==> src/scp_pkg.sv <==
// Purpose: constants for the system control ports and nmi logic
// Assumes: 10 MHz sys_clk, 8-bit i/o data, 16-bit port addresses
// Notes:   offsets, fields, reset values and timing counts live here
`default_nettype none
package scp_pkg;

  // ****************************************
  // port addresses
  // ****************************************
  localparam logic [15:0] MISC_STATUS_CONTROL_B_OFS = 16'h0061;
  localparam logic [15:0] MISC_CONTROL_A_OFS        = 16'h0092;
  localparam logic [15:0] ARB_REG_OFS               = 16'h0090;

  // ****************************************
  // port b fields
  // ****************************************
  localparam int B_TIMER0_CLR_BIT = 7;
  localparam int B_PARITY_BIT     = 7;
  localparam int B_CHANNEL_BIT    = 6;
  localparam int B_T2OUT_BIT      = 5;
  localparam int B_REFRESH_BIT    = 4;
  localparam int B_CHAN_DIS_BIT   = 3;
  localparam int B_PAR_DIS_BIT    = 2;
  localparam int B_SPK_EN_BIT     = 1;
  localparam int B_T2GATE_BIT     = 0;
  localparam logic B_CHAN_DIS_RST = 1'b1;
  localparam logic B_PAR_DIS_RST  = 1'b1;
  localparam logic B_SPK_EN_RST   = 1'b0;
  localparam logic B_T2GATE_RST   = 1'b0;

  // ****************************************
  // port a fields
  // ****************************************
  localparam int A_LIGHT1_BIT   = 7;
  localparam int A_LIGHT0_BIT   = 6;
  localparam int A_WDOG_BIT     = 4;
  localparam int A_LOCK_BIT     = 3;
  localparam int A_GATE20_BIT   = 1;
  localparam int A_HOTRST_BIT   = 0;
  localparam logic [1:0] A_LIGHT_RST = 2'h0;
  localparam logic A_LOCK_RST   = 1'b0;
  localparam logic A_GATE20_RST = 1'b0;
  localparam logic A_HOTRST_RST = 1'b0;

  // ****************************************
  // arbitration register and nmi mask
  // ****************************************
  localparam int ARB_NMI_HOLD_BIT = 6;
  localparam logic NMI_MASK_RST   = 1'b1;

  // ****************************************
  // timing
  // ****************************************
  localparam int CLK_PERIOD_NS    = 100;
  localparam int RST_DELAY_NS     = 6720;
  localparam int RST_PULSE_MIN_NS = 100;
  localparam int RST_TOTAL_NS     = 13400;
  // least delay rounds up
  localparam int RST_DELAY_CYC    = (RST_DELAY_NS + CLK_PERIOD_NS - 1) / CLK_PERIOD_NS;
  // pulse 100..125 ns: one 100 ns cycle
  localparam int RST_PULSE_CYC    = (RST_PULSE_MIN_NS + CLK_PERIOD_NS - 1) / CLK_PERIOD_NS;
  localparam int RST_TOTAL_CYC    = RST_TOTAL_NS / CLK_PERIOD_NS;
  localparam int RST_CNT_W        = 8;

  typedef enum logic [1:0] {HR_IDLE, HR_WAIT, HR_PULSE, HR_HOLD} scp_hot_t;

endpackage

`default_nettype wire

==> src/scp_hot_reset.sv <==
// Purpose: alternate processor reset sequencer
// Assumes: start is a one-cycle pulse on a 0 to 1 write of the reset bit
// Notes:   delay, pulse, then hold until the whole sequence time is spent
`timescale 1ns/1ps
`default_nettype none

module scp_hot_reset (
  // clock and reset
  input  wire logic sys_clk,
  input  wire logic rst,
  // control
  input  wire logic start,
  output logic      cpuResetPulse,
  output logic      busy
);

  scp_pkg::scp_hot_t                state_r;
  scp_pkg::scp_hot_t                state_nxt;
  logic [scp_pkg::RST_CNT_W-1:0]    count_r;
  logic [scp_pkg::RST_CNT_W-1:0]    count_nxt;

  localparam logic [scp_pkg::RST_CNT_W-1:0] DELAY_LAST =
    scp_pkg::RST_CNT_W'(scp_pkg::RST_DELAY_CYC - 1);
  localparam logic [scp_pkg::RST_CNT_W-1:0] PULSE_LAST =
    scp_pkg::RST_CNT_W'(scp_pkg::RST_DELAY_CYC + scp_pkg::RST_PULSE_CYC - 1);
  localparam logic [scp_pkg::RST_CNT_W-1:0] TOTAL_LAST =
    scp_pkg::RST_CNT_W'(scp_pkg::RST_TOTAL_CYC - 1);

  always_comb begin
    state_nxt = state_r;
    count_nxt = count_r + 8'h01;
    unique case (state_r)
      scp_pkg::HR_IDLE: begin
        count_nxt = 8'h00;
        if (start) begin
          state_nxt = scp_pkg::HR_WAIT;
        end
      end
      scp_pkg::HR_WAIT: begin
        if (count_r == DELAY_LAST) begin
          state_nxt = scp_pkg::HR_PULSE;
        end
      end
      scp_pkg::HR_PULSE: begin
        if (count_r == PULSE_LAST) begin
          state_nxt = scp_pkg::HR_HOLD;
        end
      end
      scp_pkg::HR_HOLD: begin
        if (count_r == TOTAL_LAST) begin
          state_nxt = scp_pkg::HR_IDLE;
          count_nxt = 8'h00;
        end
      end
    endcase
  end

  always_ff @(posedge sys_clk) begin
    if (rst) begin
      state_r <= scp_pkg::HR_IDLE;
      count_r <= 8'h00;
    end else begin
      state_r <= state_nxt;
      count_r <= count_nxt;
    end
  end

  assign cpuResetPulse = (state_r == scp_pkg::HR_PULSE);
  assign busy          = (state_r != scp_pkg::HR_IDLE);

endmodule // scp_hot_reset

`default_nettype wire

==> src/scp_system_control.sv <==
// Purpose: system control ports b and a, nmi generation and masking
// Assumes: single-cycle i/o strobes from the processor side, 10 MHz clock
// Notes:   timer, real-time memory, arbiter and watchdog are outside
// Functional notes
// - raise nmi on parity error, channel check, channel or watchdog time-out.
// - pending nmi halts arbitration until software clears arbitration bit 6.
// - system reset clears any pending nmi.
// - parity and channel check nmi requests are gated by the nmi mask.
// - watchdog and channel time-out bypass the nmi mask.
// - nmi mask is 1 after power-on.
// - writing 1 to port b bit 7 clears the timer 0 latch.
// - port b bits 7 and 6 read parity and channel check flags.
// - port b bit 5 reads timer 2 output level.
// - port b bit 4 toggles per refresh request.
// - port b bits 3, 2 active-low check enables, set by power-on.
// - port b bit 1 speaker enable, cleared at power-on; bit 0 timer 2 gate.
// - activity light on when port a bit 7 or 6 set; both reset 0.
// - port a bit 4 reads watchdog time-out status.
// - port a bit 3 locks password area until power removal.
// - port a bit 1 low blocks address line twenty; system reset clears it.
// - port a bit 0 cleared by system reset or software write of 0.
// - 0 to 1 write of port a bit 0 pulses alternate reset high.
// - reset starts at least 6.72 us after write; whole sequence 13.4 us.
// - port a bit 0 stays set through the triggered reset.
`timescale 1ns/1ps
`default_nettype none

module scp_system_control (
  // clock and resets
  input  wire logic        sys_clk,
  input  wire logic        rst,
  input  wire logic        powerOnRst,
  // processor i/o access
  input  wire logic [15:0] ioAddr,
  input  wire logic [7:0]  ioWrData,
  input  wire logic        ioWr,
  input  wire logic        ioRd,
  output logic      [7:0]  ioRdData,
  output logic             ioRdValid,
  // error sources
  input  wire logic        parityErr,
  input  wire logic        channelCheck,
  input  wire logic        channelTimeout,
  input  wire logic        watchdogTimeout,
  input  wire logic        watchdogStatus,
  // nmi mask from real_time_memory address register
  input  wire logic        nmiMaskWr,
  input  wire logic        nmiMaskData,
  // timer and refresh
  input  wire logic        timer2Out,
  input  wire logic        refreshReq,
  // outputs
  output logic             nmi,
  output logic             arbHalt,
  output logic             timer0InterruptRequestClr,
  output logic             speakerDataEn,
  output logic             timer2Gate,
  output logic             activityLight,
  output logic             passwordLock,
  output logic             addressLineTwentyEn,
  output logic             cpuAltReset
);

  // ****************************************
  // decode
  // ****************************************
  wire logic selB    = (ioAddr == scp_pkg::MISC_STATUS_CONTROL_B_OFS);
  wire logic selA    = (ioAddr == scp_pkg::MISC_CONTROL_A_OFS);
  wire logic selArb  = (ioAddr == scp_pkg::ARB_REG_OFS);
  wire logic wrB     = ioWr & selB;
  wire logic wrA     = ioWr & selA;
  wire logic arbClr  = ioWr & selArb & ~ioWrData[scp_pkg::ARB_NMI_HOLD_BIT];

  // ****************************************
  // registers
  // ****************************************
  logic       nmiMask_r;
  logic       parityFlag_r;
  logic       channelFlag_r;
  logic       nmiPend_r;
  logic       refreshTog_r;
  logic       chanDis_r;
  logic       parDis_r;
  logic       spkEn_r;
  logic       t2Gate_r;
  logic [1:0] light_r;
  logic       lock_r;
  logic       gate20_r;
  logic       hotRst_r;
  logic       t0Clr_r;
  logic [7:0] rdData_r;
  logic       rdValid_r;
  logic       hotBusy;
  logic       hotPulse;

  // ****************************************
  // nmi sources
  // ****************************************
  // flags latch only while their active-low enables are 0
  wire logic parityEvt  = parityErr & ~parDis_r;
  wire logic channelEvt = channelCheck & ~chanDis_r;
  wire logic maskedReq  = (parityEvt | channelEvt) & ~nmiMask_r;
  wire logic nmiReq     = maskedReq | channelTimeout | watchdogTimeout;
  // a new request in the clearing cycle wins
  wire logic nmiPend_nxt = nmiReq | (nmiPend_r & ~arbClr);
  // setting the active-low enable to 1 also drops the flag, so software can acknowledge it
  wire logic parity_nxt  = parityEvt | (parityFlag_r & ~parDis_r);
  wire logic channel_nxt = channelEvt | (channelFlag_r & ~chanDis_r);

  // ****************************************
  // port a write effects
  // ****************************************
  wire logic hotStart = wrA & ioWrData[scp_pkg::A_HOTRST_BIT] & ~hotRst_r;
  // bit stays set while the sequence runs, a 0 write then is held off
  wire logic hotRst_nxt = wrA & ~hotBusy ? ioWrData[scp_pkg::A_HOTRST_BIT]
                                         : hotRst_r;

  // ****************************************
  // read mux
  // ****************************************
  wire logic [7:0] rdB = {parityFlag_r, channelFlag_r, timer2Out, refreshTog_r,
                          chanDis_r, parDis_r, spkEn_r, t2Gate_r};
  wire logic [7:0] rdA = {light_r, 1'b0, watchdogStatus, lock_r, 1'b0,
                          gate20_r, hotRst_r};
  wire logic [7:0] rdMux = selB ? rdB : (selA ? rdA : 8'h00);

  // ****************************************
  // power-on state
  // ****************************************
  always_ff @(posedge sys_clk) begin
    if (powerOnRst) begin
      nmiMask_r <= scp_pkg::NMI_MASK_RST;
      chanDis_r <= scp_pkg::B_CHAN_DIS_RST;
      parDis_r  <= scp_pkg::B_PAR_DIS_RST;
      spkEn_r   <= scp_pkg::B_SPK_EN_RST;
      t2Gate_r  <= scp_pkg::B_T2GATE_RST;
      light_r   <= scp_pkg::A_LIGHT_RST;
      lock_r    <= scp_pkg::A_LOCK_RST;
    end else begin
      if (nmiMaskWr) begin
        nmiMask_r <= nmiMaskData;
      end
      if (wrB) begin
        chanDis_r <= ioWrData[scp_pkg::B_CHAN_DIS_BIT];
        parDis_r  <= ioWrData[scp_pkg::B_PAR_DIS_BIT];
        spkEn_r   <= ioWrData[scp_pkg::B_SPK_EN_BIT];
        t2Gate_r  <= ioWrData[scp_pkg::B_T2GATE_BIT];
      end
      if (wrA) begin
        light_r <= {ioWrData[scp_pkg::A_LIGHT1_BIT], ioWrData[scp_pkg::A_LIGHT0_BIT]};
        lock_r  <= lock_r | ioWrData[scp_pkg::A_LOCK_BIT];
      end
    end
  end

  // ****************************************
  // system reset state
  // ****************************************
  always_ff @(posedge sys_clk) begin
    if (rst | powerOnRst) begin
      nmiPend_r     <= 1'b0;
      parityFlag_r  <= 1'b0;
      channelFlag_r <= 1'b0;
      gate20_r      <= scp_pkg::A_GATE20_RST;
      hotRst_r      <= scp_pkg::A_HOTRST_RST;
      refreshTog_r  <= 1'b0;
      t0Clr_r       <= 1'b0;
    end else begin
      nmiPend_r     <= nmiPend_nxt;
      parityFlag_r  <= parity_nxt;
      channelFlag_r <= channel_nxt;
      hotRst_r      <= hotRst_nxt;
      refreshTog_r  <= refreshTog_r ^ refreshReq;
      t0Clr_r       <= wrB & ioWrData[scp_pkg::B_TIMER0_CLR_BIT];
      if (wrA) begin
        gate20_r <= ioWrData[scp_pkg::A_GATE20_BIT];
      end
    end
  end

  // ****************************************
  // read data
  // ****************************************
  // power-on also clears the read path, so no stale byte follows it
  always_ff @(posedge sys_clk) begin
    if (rst | powerOnRst) begin
      rdData_r  <= 8'h00;
      rdValid_r <= 1'b0;
    end else begin
      rdData_r  <= ioRd ? rdMux : 8'h00;
      rdValid_r <= ioRd & (selA | selB);
    end
  end

  // ****************************************
  // alternate reset
  // ****************************************
  scp_hot_reset u_hot (
    .sys_clk       (sys_clk),
    .rst           (rst | powerOnRst),
    .start         (hotStart),
    .cpuResetPulse (hotPulse),
    .busy          (hotBusy)
  );

  // ****************************************
  // outputs
  // ****************************************
  assign ioRdData                  = rdData_r;
  assign ioRdValid                 = rdValid_r;
  assign nmi                       = nmiPend_r;
  assign arbHalt                   = nmiPend_r;
  assign timer0InterruptRequestClr = t0Clr_r;
  assign speakerDataEn             = spkEn_r;
  assign timer2Gate                = t2Gate_r;
  assign activityLight             = |light_r;
  assign passwordLock              = lock_r;
  assign addressLineTwentyEn       = gate20_r;
  assign cpuAltReset               = hotPulse;

endmodule // scp_system_control

`default_nettype wire

==> config.mk <==
export PLATFORM = sky130hd
export DESIGN_NAME = scp_system_control
export DESIGN_NICKNAME = d
export VERILOG_FILES = /design/src/scp_pkg.sv /design/src/scp_hot_reset.sv /design/src/scp_system_control.sv
export SDC_FILE = /design/constraint.sdc
export NUM_CORES = 1
export LEC_CHECK = 0
export BUFFER_PORTS_ARGS = -buffer_cell sky130_fd_sc_hd__buf_2
export CAP_MARGIN = 20
export CORE_MARGIN = 3
export CORE_UTILIZATION = 50
export CTS_CLUSTER_DIAMETER = 40
export DETAILED_ROUTE_END_ITERATION = 12
export PLACE_DENSITY = 0.87
export SETUP_SLACK_MARGIN = 0.4
export SKIP_LAST_GASP = 1
export SLEW_MARGIN = 30
export SYNTH_ARGS = -nofsm -noshare
export SYNTH_HDL_FRONTEND = slang
export SYNTH_HIERARCHICAL = 1
export SYNTH_SLANG_ARGS = --single-unit
==> constraint.sdc <==
create_clock -name sys_clk -period 4.63 [get_ports sys_clk]
set_input_delay 0.6945 -clock sys_clk [delete_from_list [all_inputs] [get_ports sys_clk]]
set_output_delay 0.6945 -clock sys_clk [all_outputs]
set_load 0.03 [all_outputs]
Word-level counts from Yosys, hierarchy flattened
Index checks and enable logic that the tools add are counted.
{"block": "op_classes", "reduce_logical": 5, "n_addsub": 1, "bitwise": 33, "n_eq_ne": 13, "n_mux": 9}
{"cell": "$eq 16x8->1 const B", "n": 2}
{"cell": "$mux 8", "n": 3}
{"cell": "$eq 16x7->1 const B", "n": 1}
{"cell": "$eq 8x7->1 const B", "n": 2}
{"cell": "$pmux 8 s2", "n": 1}
{"cell": "$and 1x1->1", "n": 15}
{"cell": "$or 1x1->1", "n": 9}
{"cell": "$add 8x1->8 const B", "n": 1}
{"cell": "$eq 8x8->1 const B", "n": 1}
{"cell": "$mux 2", "n": 4}
{"cell": "$not 1->1", "n": 8}
{"cell": "$pmux 2 s4", "n": 1}
{"cell": "$ne 2x1->1 const B", "n": 3}
{"cell": "$eq 2x2->1 const B", "n": 2}
{"cell": "$reduce_and 4->1", "n": 1}
{"cell": "$reduce_or 2->1", "n": 2}
{"cell": "$eq 2x1->1 const B", "n": 1}
{"cell": "$logic_not 2->1", "n": 1}
{"cell": "$ne 2x2->1 const B", "n": 1}
{"cell": "$reduce_bool 2->1", "n": 1}
{"cell": "$xor 1x1->1", "n": 1}
{"block": "totals", "inputBits": 38, "out_inout_bits": 18, "regBits": 34, "elab_cells": 79}

Longest topological paths before layout
{"block": "depth", "word_depth": 7, "mapped_depth": 7, "ltp_nobuf": 7}

Cells and area by module
The synthesis kept the hierarchy.
{"module": "scp_system_control", "instances": 1, "area_per_inst_um2": 984.7, "cells_each": 100, "seq_area_each_um2": 480.5}
{"module": "scp_hot_reset", "instances": 1, "area_per_inst_um2": 558.0, "cells_each": 62, "seq_area_each_um2": 200.2}

Worst setup path before layout
No wires, ideal clock.
{"block": "synth_timing", "path_type": "input -> register", "start": "in ioAddr[11]", "end": "reg u_hot.state_r[0]", "n_path_buf": 0, "setup_ns": 0.116, "setup_slack_ns": 2.446, "path_stages": 7, "arrival_ns": 2.067, "path_cell_list": "nor4_4 -> nand4_2 -> nor4_1 -> nand2b_1 -> o211ai_1 -> or4_1 -> o211a_1"}
{"block": "synth_via", "elab_chain_cells": 6}
{"element": "start: declaration", "line": "scp_system_control.sv:34", "source": "input wire logic [15:0] ioAddr,"}
{"element": "$eq 16x8->1", "line": "scp_system_control.sv:68", "source": "wire logic selA = (ioAddr == scp_pkg::MISC_CONTROL_A_OFS);"}
{"element": "$and 1x1->1", "line": "scp_system_control.sv:71", "source": "wire logic wrA = ioWr & selA;"}
{"element": "$and 1x1->1 (2 in a row)", "line": "scp_system_control.sv:113", "source": "wire logic hotStart = wrA & ioWrData[scp_pkg::A_HOTRST_BIT] & ~hotRst_r;"}
{"element": "via hotStart", "line": "scp_system_control.sv:113"}
{"element": "$ne 2x2->1 (no source line)"}
{"element": "$reduce_and 4->1 (no source line)"}
{"element": "end signal: assignment", "line": "scp_hot_reset.sv:60", "source": "state_r <= scp_pkg::HR_IDLE;"}
{"element": "end signal: assignment", "line": "scp_hot_reset.sv:63", "source": "state_r <= state_nxt;"}
{"element": "end: declaration", "line": "scp_hot_reset.sv:17", "source": "scp_pkg::scp_hot_t state_r;"}
The timed path passes the listed nets, and every way through them passes these cells.
A chain may end at the register's enable or synchronous reset.

Worst setup path after layout
{"block": "layout_timing", "start": "in ioAddr[11]", "end": "reg u_hot.state_r[1]"}
Same word-level chain as after synthesis.

==> key figures <==
STA
  – Worst hold margin: 0.4708 ns
  – Unrepaired setup endpoints after global routing: no
  – Final setup viols: 0
  – Worst clock skew: 0.006942 ns
  – Max-slew headroom: 60.74%
  – Worst Tran Pin Value: 0.5850 ns
  – Fin crit period: 2.207 ns
  – Setup tns final: 0 ns
  – Final worst path period share: 47.66%
  – Final hold viol count: 0
  – Fin. max-slew vios: 0
  – Fmax: 453.1 MHz
  – Setup ws final: 2.423 ns

Yosys
  – Synth cell types: 42
  – Mapped Cells: 162
  – Synth cell count leaders: 34 x dfxtp_1, 20 x nor2_1, 10 x inv_1
  – Area fraction of the dominant cell type after synthesis: 44.12%
  – Asr flop ratio synth: 0%
  – Register area share after synthesis: 44.12%
  – Top FF cell, synth: dfxtp_1
  – Most common cell in the netlist: dfxtp_1
  – Cell taking the most area after synthesis: dfxtp_1
  – Synth Area per Inst: 9.523 sq um
  – Area of the mapped netlist: 0.001543 sq mm
  – Synth top area cells: dfxtp_1 44%, ha_1 6.5%, nor2_1 4.9%
  – FF+latch count, synth: 34
  – Yosys warns: 6
  – Post-synth EDFFs: 0
  – Syn Nets: 208

Global route
  – Largest net degree at the start of global routing: 14
  – Global-route wire length before repair: 5002 um
  – GR Overflow Total: 0
  – Met3 usage: 6.918%
  – Initial antenna violation count: 0
  – GRT Util Overall: 18.28%
  – Busiest layer in global routing: met2
  – Vias in the first global route: 1,200
  – Met2 GRT Util: 28.85%
  – GR Util met1: 21.91%

Layout
  – Final nets: 266
  – Share of cells above drive strength 1: 30.32%
  – Area delta synth->final: 22.87%
  – Finished Cell Area: 0.001896 sq mm
  – Antenna diodes: 0

Clock network
  – Hold buffers post-CTS: 0
  – Reg clk slew, reported paths: 0.10 ns
  – Root Buffer: clkbuf_4
  – Num CTS Buffers: 5
  – Buffers from clock root to sink, at most: 2
  – H-tree levels: 2
  – Clock Sinks: 34
  – Post_cts resized: 0
  – Clk Latency, worst-skew pair: 0.33 ns
  – Setup Fix Bufs, Post-CTS: 0
  – CTS tree: built

Critical path
  – Data arrival time of the critical path: 2.47 ns
  – Crit start category: input port
  – RR Endpoint: u_hot/count_r[3]$_SDFF_PP0_
  – R2R cell count: 4
  – Peak per-stage delay on the critical path: 0.39 ns
  – Req. time, crit path: 4.90 ns
  – Crit path capture type: flip-flop
  – Slowest cell on the critical path: a211oi_1
  – RR Startpoint: u_hot/count_r[3]$_SDFF_PP0_
  – Critical path, cell by cell: buf_2 > nor4_4 > nand4_2 > nor4_1 > nand2b_1 > o211ai_1 > a211oi_1 > mux2i_1
  – R2r setup slk: 2.69 ns
  – Crit path max fanout: 7
  – Crit path kind: in -> reg
  – Worst setup path start: ioAddr[11]

Pwr
  – PwrDens: 261.6 mW/mm^2
  – Max VDD drop: 0.0001789 V
  – LEAKAGE: 0.8307 nW

Drt
  – Remaining antenna violation count: 0
  – Final WL: 3165 um
  – Drt first pass iters: 6
  – Vias post-DR: 1,372
  – Routed len/inst: 12.56 um
  – DRC: 0
  – Drt first-iter violations: 21
  – Vias per cell: 5.444

Hold path
  – Hold Startpoint: parDis_r$_SDFFE_PP1P_
  – Hold crit path type: reg -> reg
  – Worst hold path depth: 1
  – WHS Endpoint: parityFlag_r$_SDFF_PP0_

Floorplanning
  – Core area: 0.002853 sq mm
  – Die Wd: 61.55 um
  – Initial Utilization: 54.08%
  – Number of I/O pins: 56
  – Die Height: 61.55 um
  – Full die area: 0.003788 sq mm
  – Row count: 19

Place
  – Placed Area: 0.001836 sq mm
  – GPL Wtd Cong: 0.7784
  – Post-DP HPWL: 2445 um
  – Buffers on Ports: 53
  – Pre-CTS setup slack: 2.073 ns

Job
  – Max-cap violation count: 0

Run status
  – Status: finished, final reports clean
-- power by group --
| group | leakage (nW) | internal [W] | switching (W) |
|---|---|---|---|
| clock network | 0.0353 | 0.0000735 | 0.0000933 |
| logic | 0.521 | 0.0000167 | 0.0000176 |
| registers | 0.274 | 0.000294 | 0.000000819 |
-- area by class of cell --
class                      instances  area, sq um
clock buffer                       7        55.05
clock inverter                     1        5.005
fill                             235        957.2
inverter                          10        37.54
multi-input combinational        116        813.3
sequential                        34        680.7
tap                               31        38.79
timing repair buffer              53        265.3
-- cell usage in the layout, fill, tap and decap left out, types with 2 or more instances in the layout --
cell,count
dfxtp_1,34
nand3_1,6
ha_1,8
inv_1,10
and2_1,3
or4_1,2
xnor2_1,5
xor2_1,2
nor3_1,5
buf_2,53
nor2_1,20
nor2b_1,2
nand2_1,8
nor4_4,2
and3_1,2
clkbuf_4,5
nand2b_1,7
mux2i_1,5
o31ai_1,2
o21ai_0,4
nor4bb_1,2
a22o_1,6
a21oi_1,6
-- kinds of logic after synthesis --
logic type,synth area share [%]
simple gates,27.90
compound gates,11.11
xor+xnor,3.974
mux,3.244
flops,44.12
buf+inv,3.163
fa+ha+maj,6.488
-- worst max-delay path: cells and delay by family --
kind | cells | cell delay [ns]
multiplexers | 1 | 0.23
AND/OR/NAND/NOR | 4 | 0.94
AO/OA/AOI/OAI | 2 | 0.48
buffers and inverters | 1 | 0.11
-- worst max-delay path by stage --
| stage | end | slack, ns | cells past startpoint |
|---|---|---|---|
| 2_1_floorplan | u_hot/state_r[0]$_SDFFE_PP0P_ | 2.45 | 7 |
| 3_3_place_gp | u_hot/state_r[0]$_SDFFE_PP0P_ | 2.14 | 8 |
| 3_5_place_dp | u_hot/state_r[1]$_SDFFE_PP0P_ | 2.07 | 8 |
| 4_1_cts | u_hot/state_r[1]$_SDFFE_PP0P_ | 2.42 | 8 |
| 5_1_grt | u_hot/state_r[1]$_SDFFE_PP0P_ | 2.30 | 8 |
| 6_report | u_hot/state_r[1]$_SDFFE_PP0P_ | 2.42 | 8 |
-- routing by layer --
metal	routed length [um]	vias to the layer above	part of all wire (%)
met5	0	-	0
met4	64	0	2.0
met3	275	5	8.7
met2	1430	61	45
met1	1394	625	44
li1	-	681	-
-- state kept, by name (all words and copies together), names as in the netlist, 2 cells and up --
name and count:
u_hot/count_r 8, light_r 2, ioRdData 8, u_hot/state_r 2
-- metrics by stage --
step                      total power (W)  instances  util [%]
after floorplan                 0.0003149        162         -
after global placement          0.0003348        244     64.34
after detailed placement        0.0003357        244     64.34
after CTS                       0.0005012        252     66.45
after global routing            0.0005185        252     66.45
final                           0.0004958        252     66.45
No activity file was read; power rests on OpenSTA's default activity.
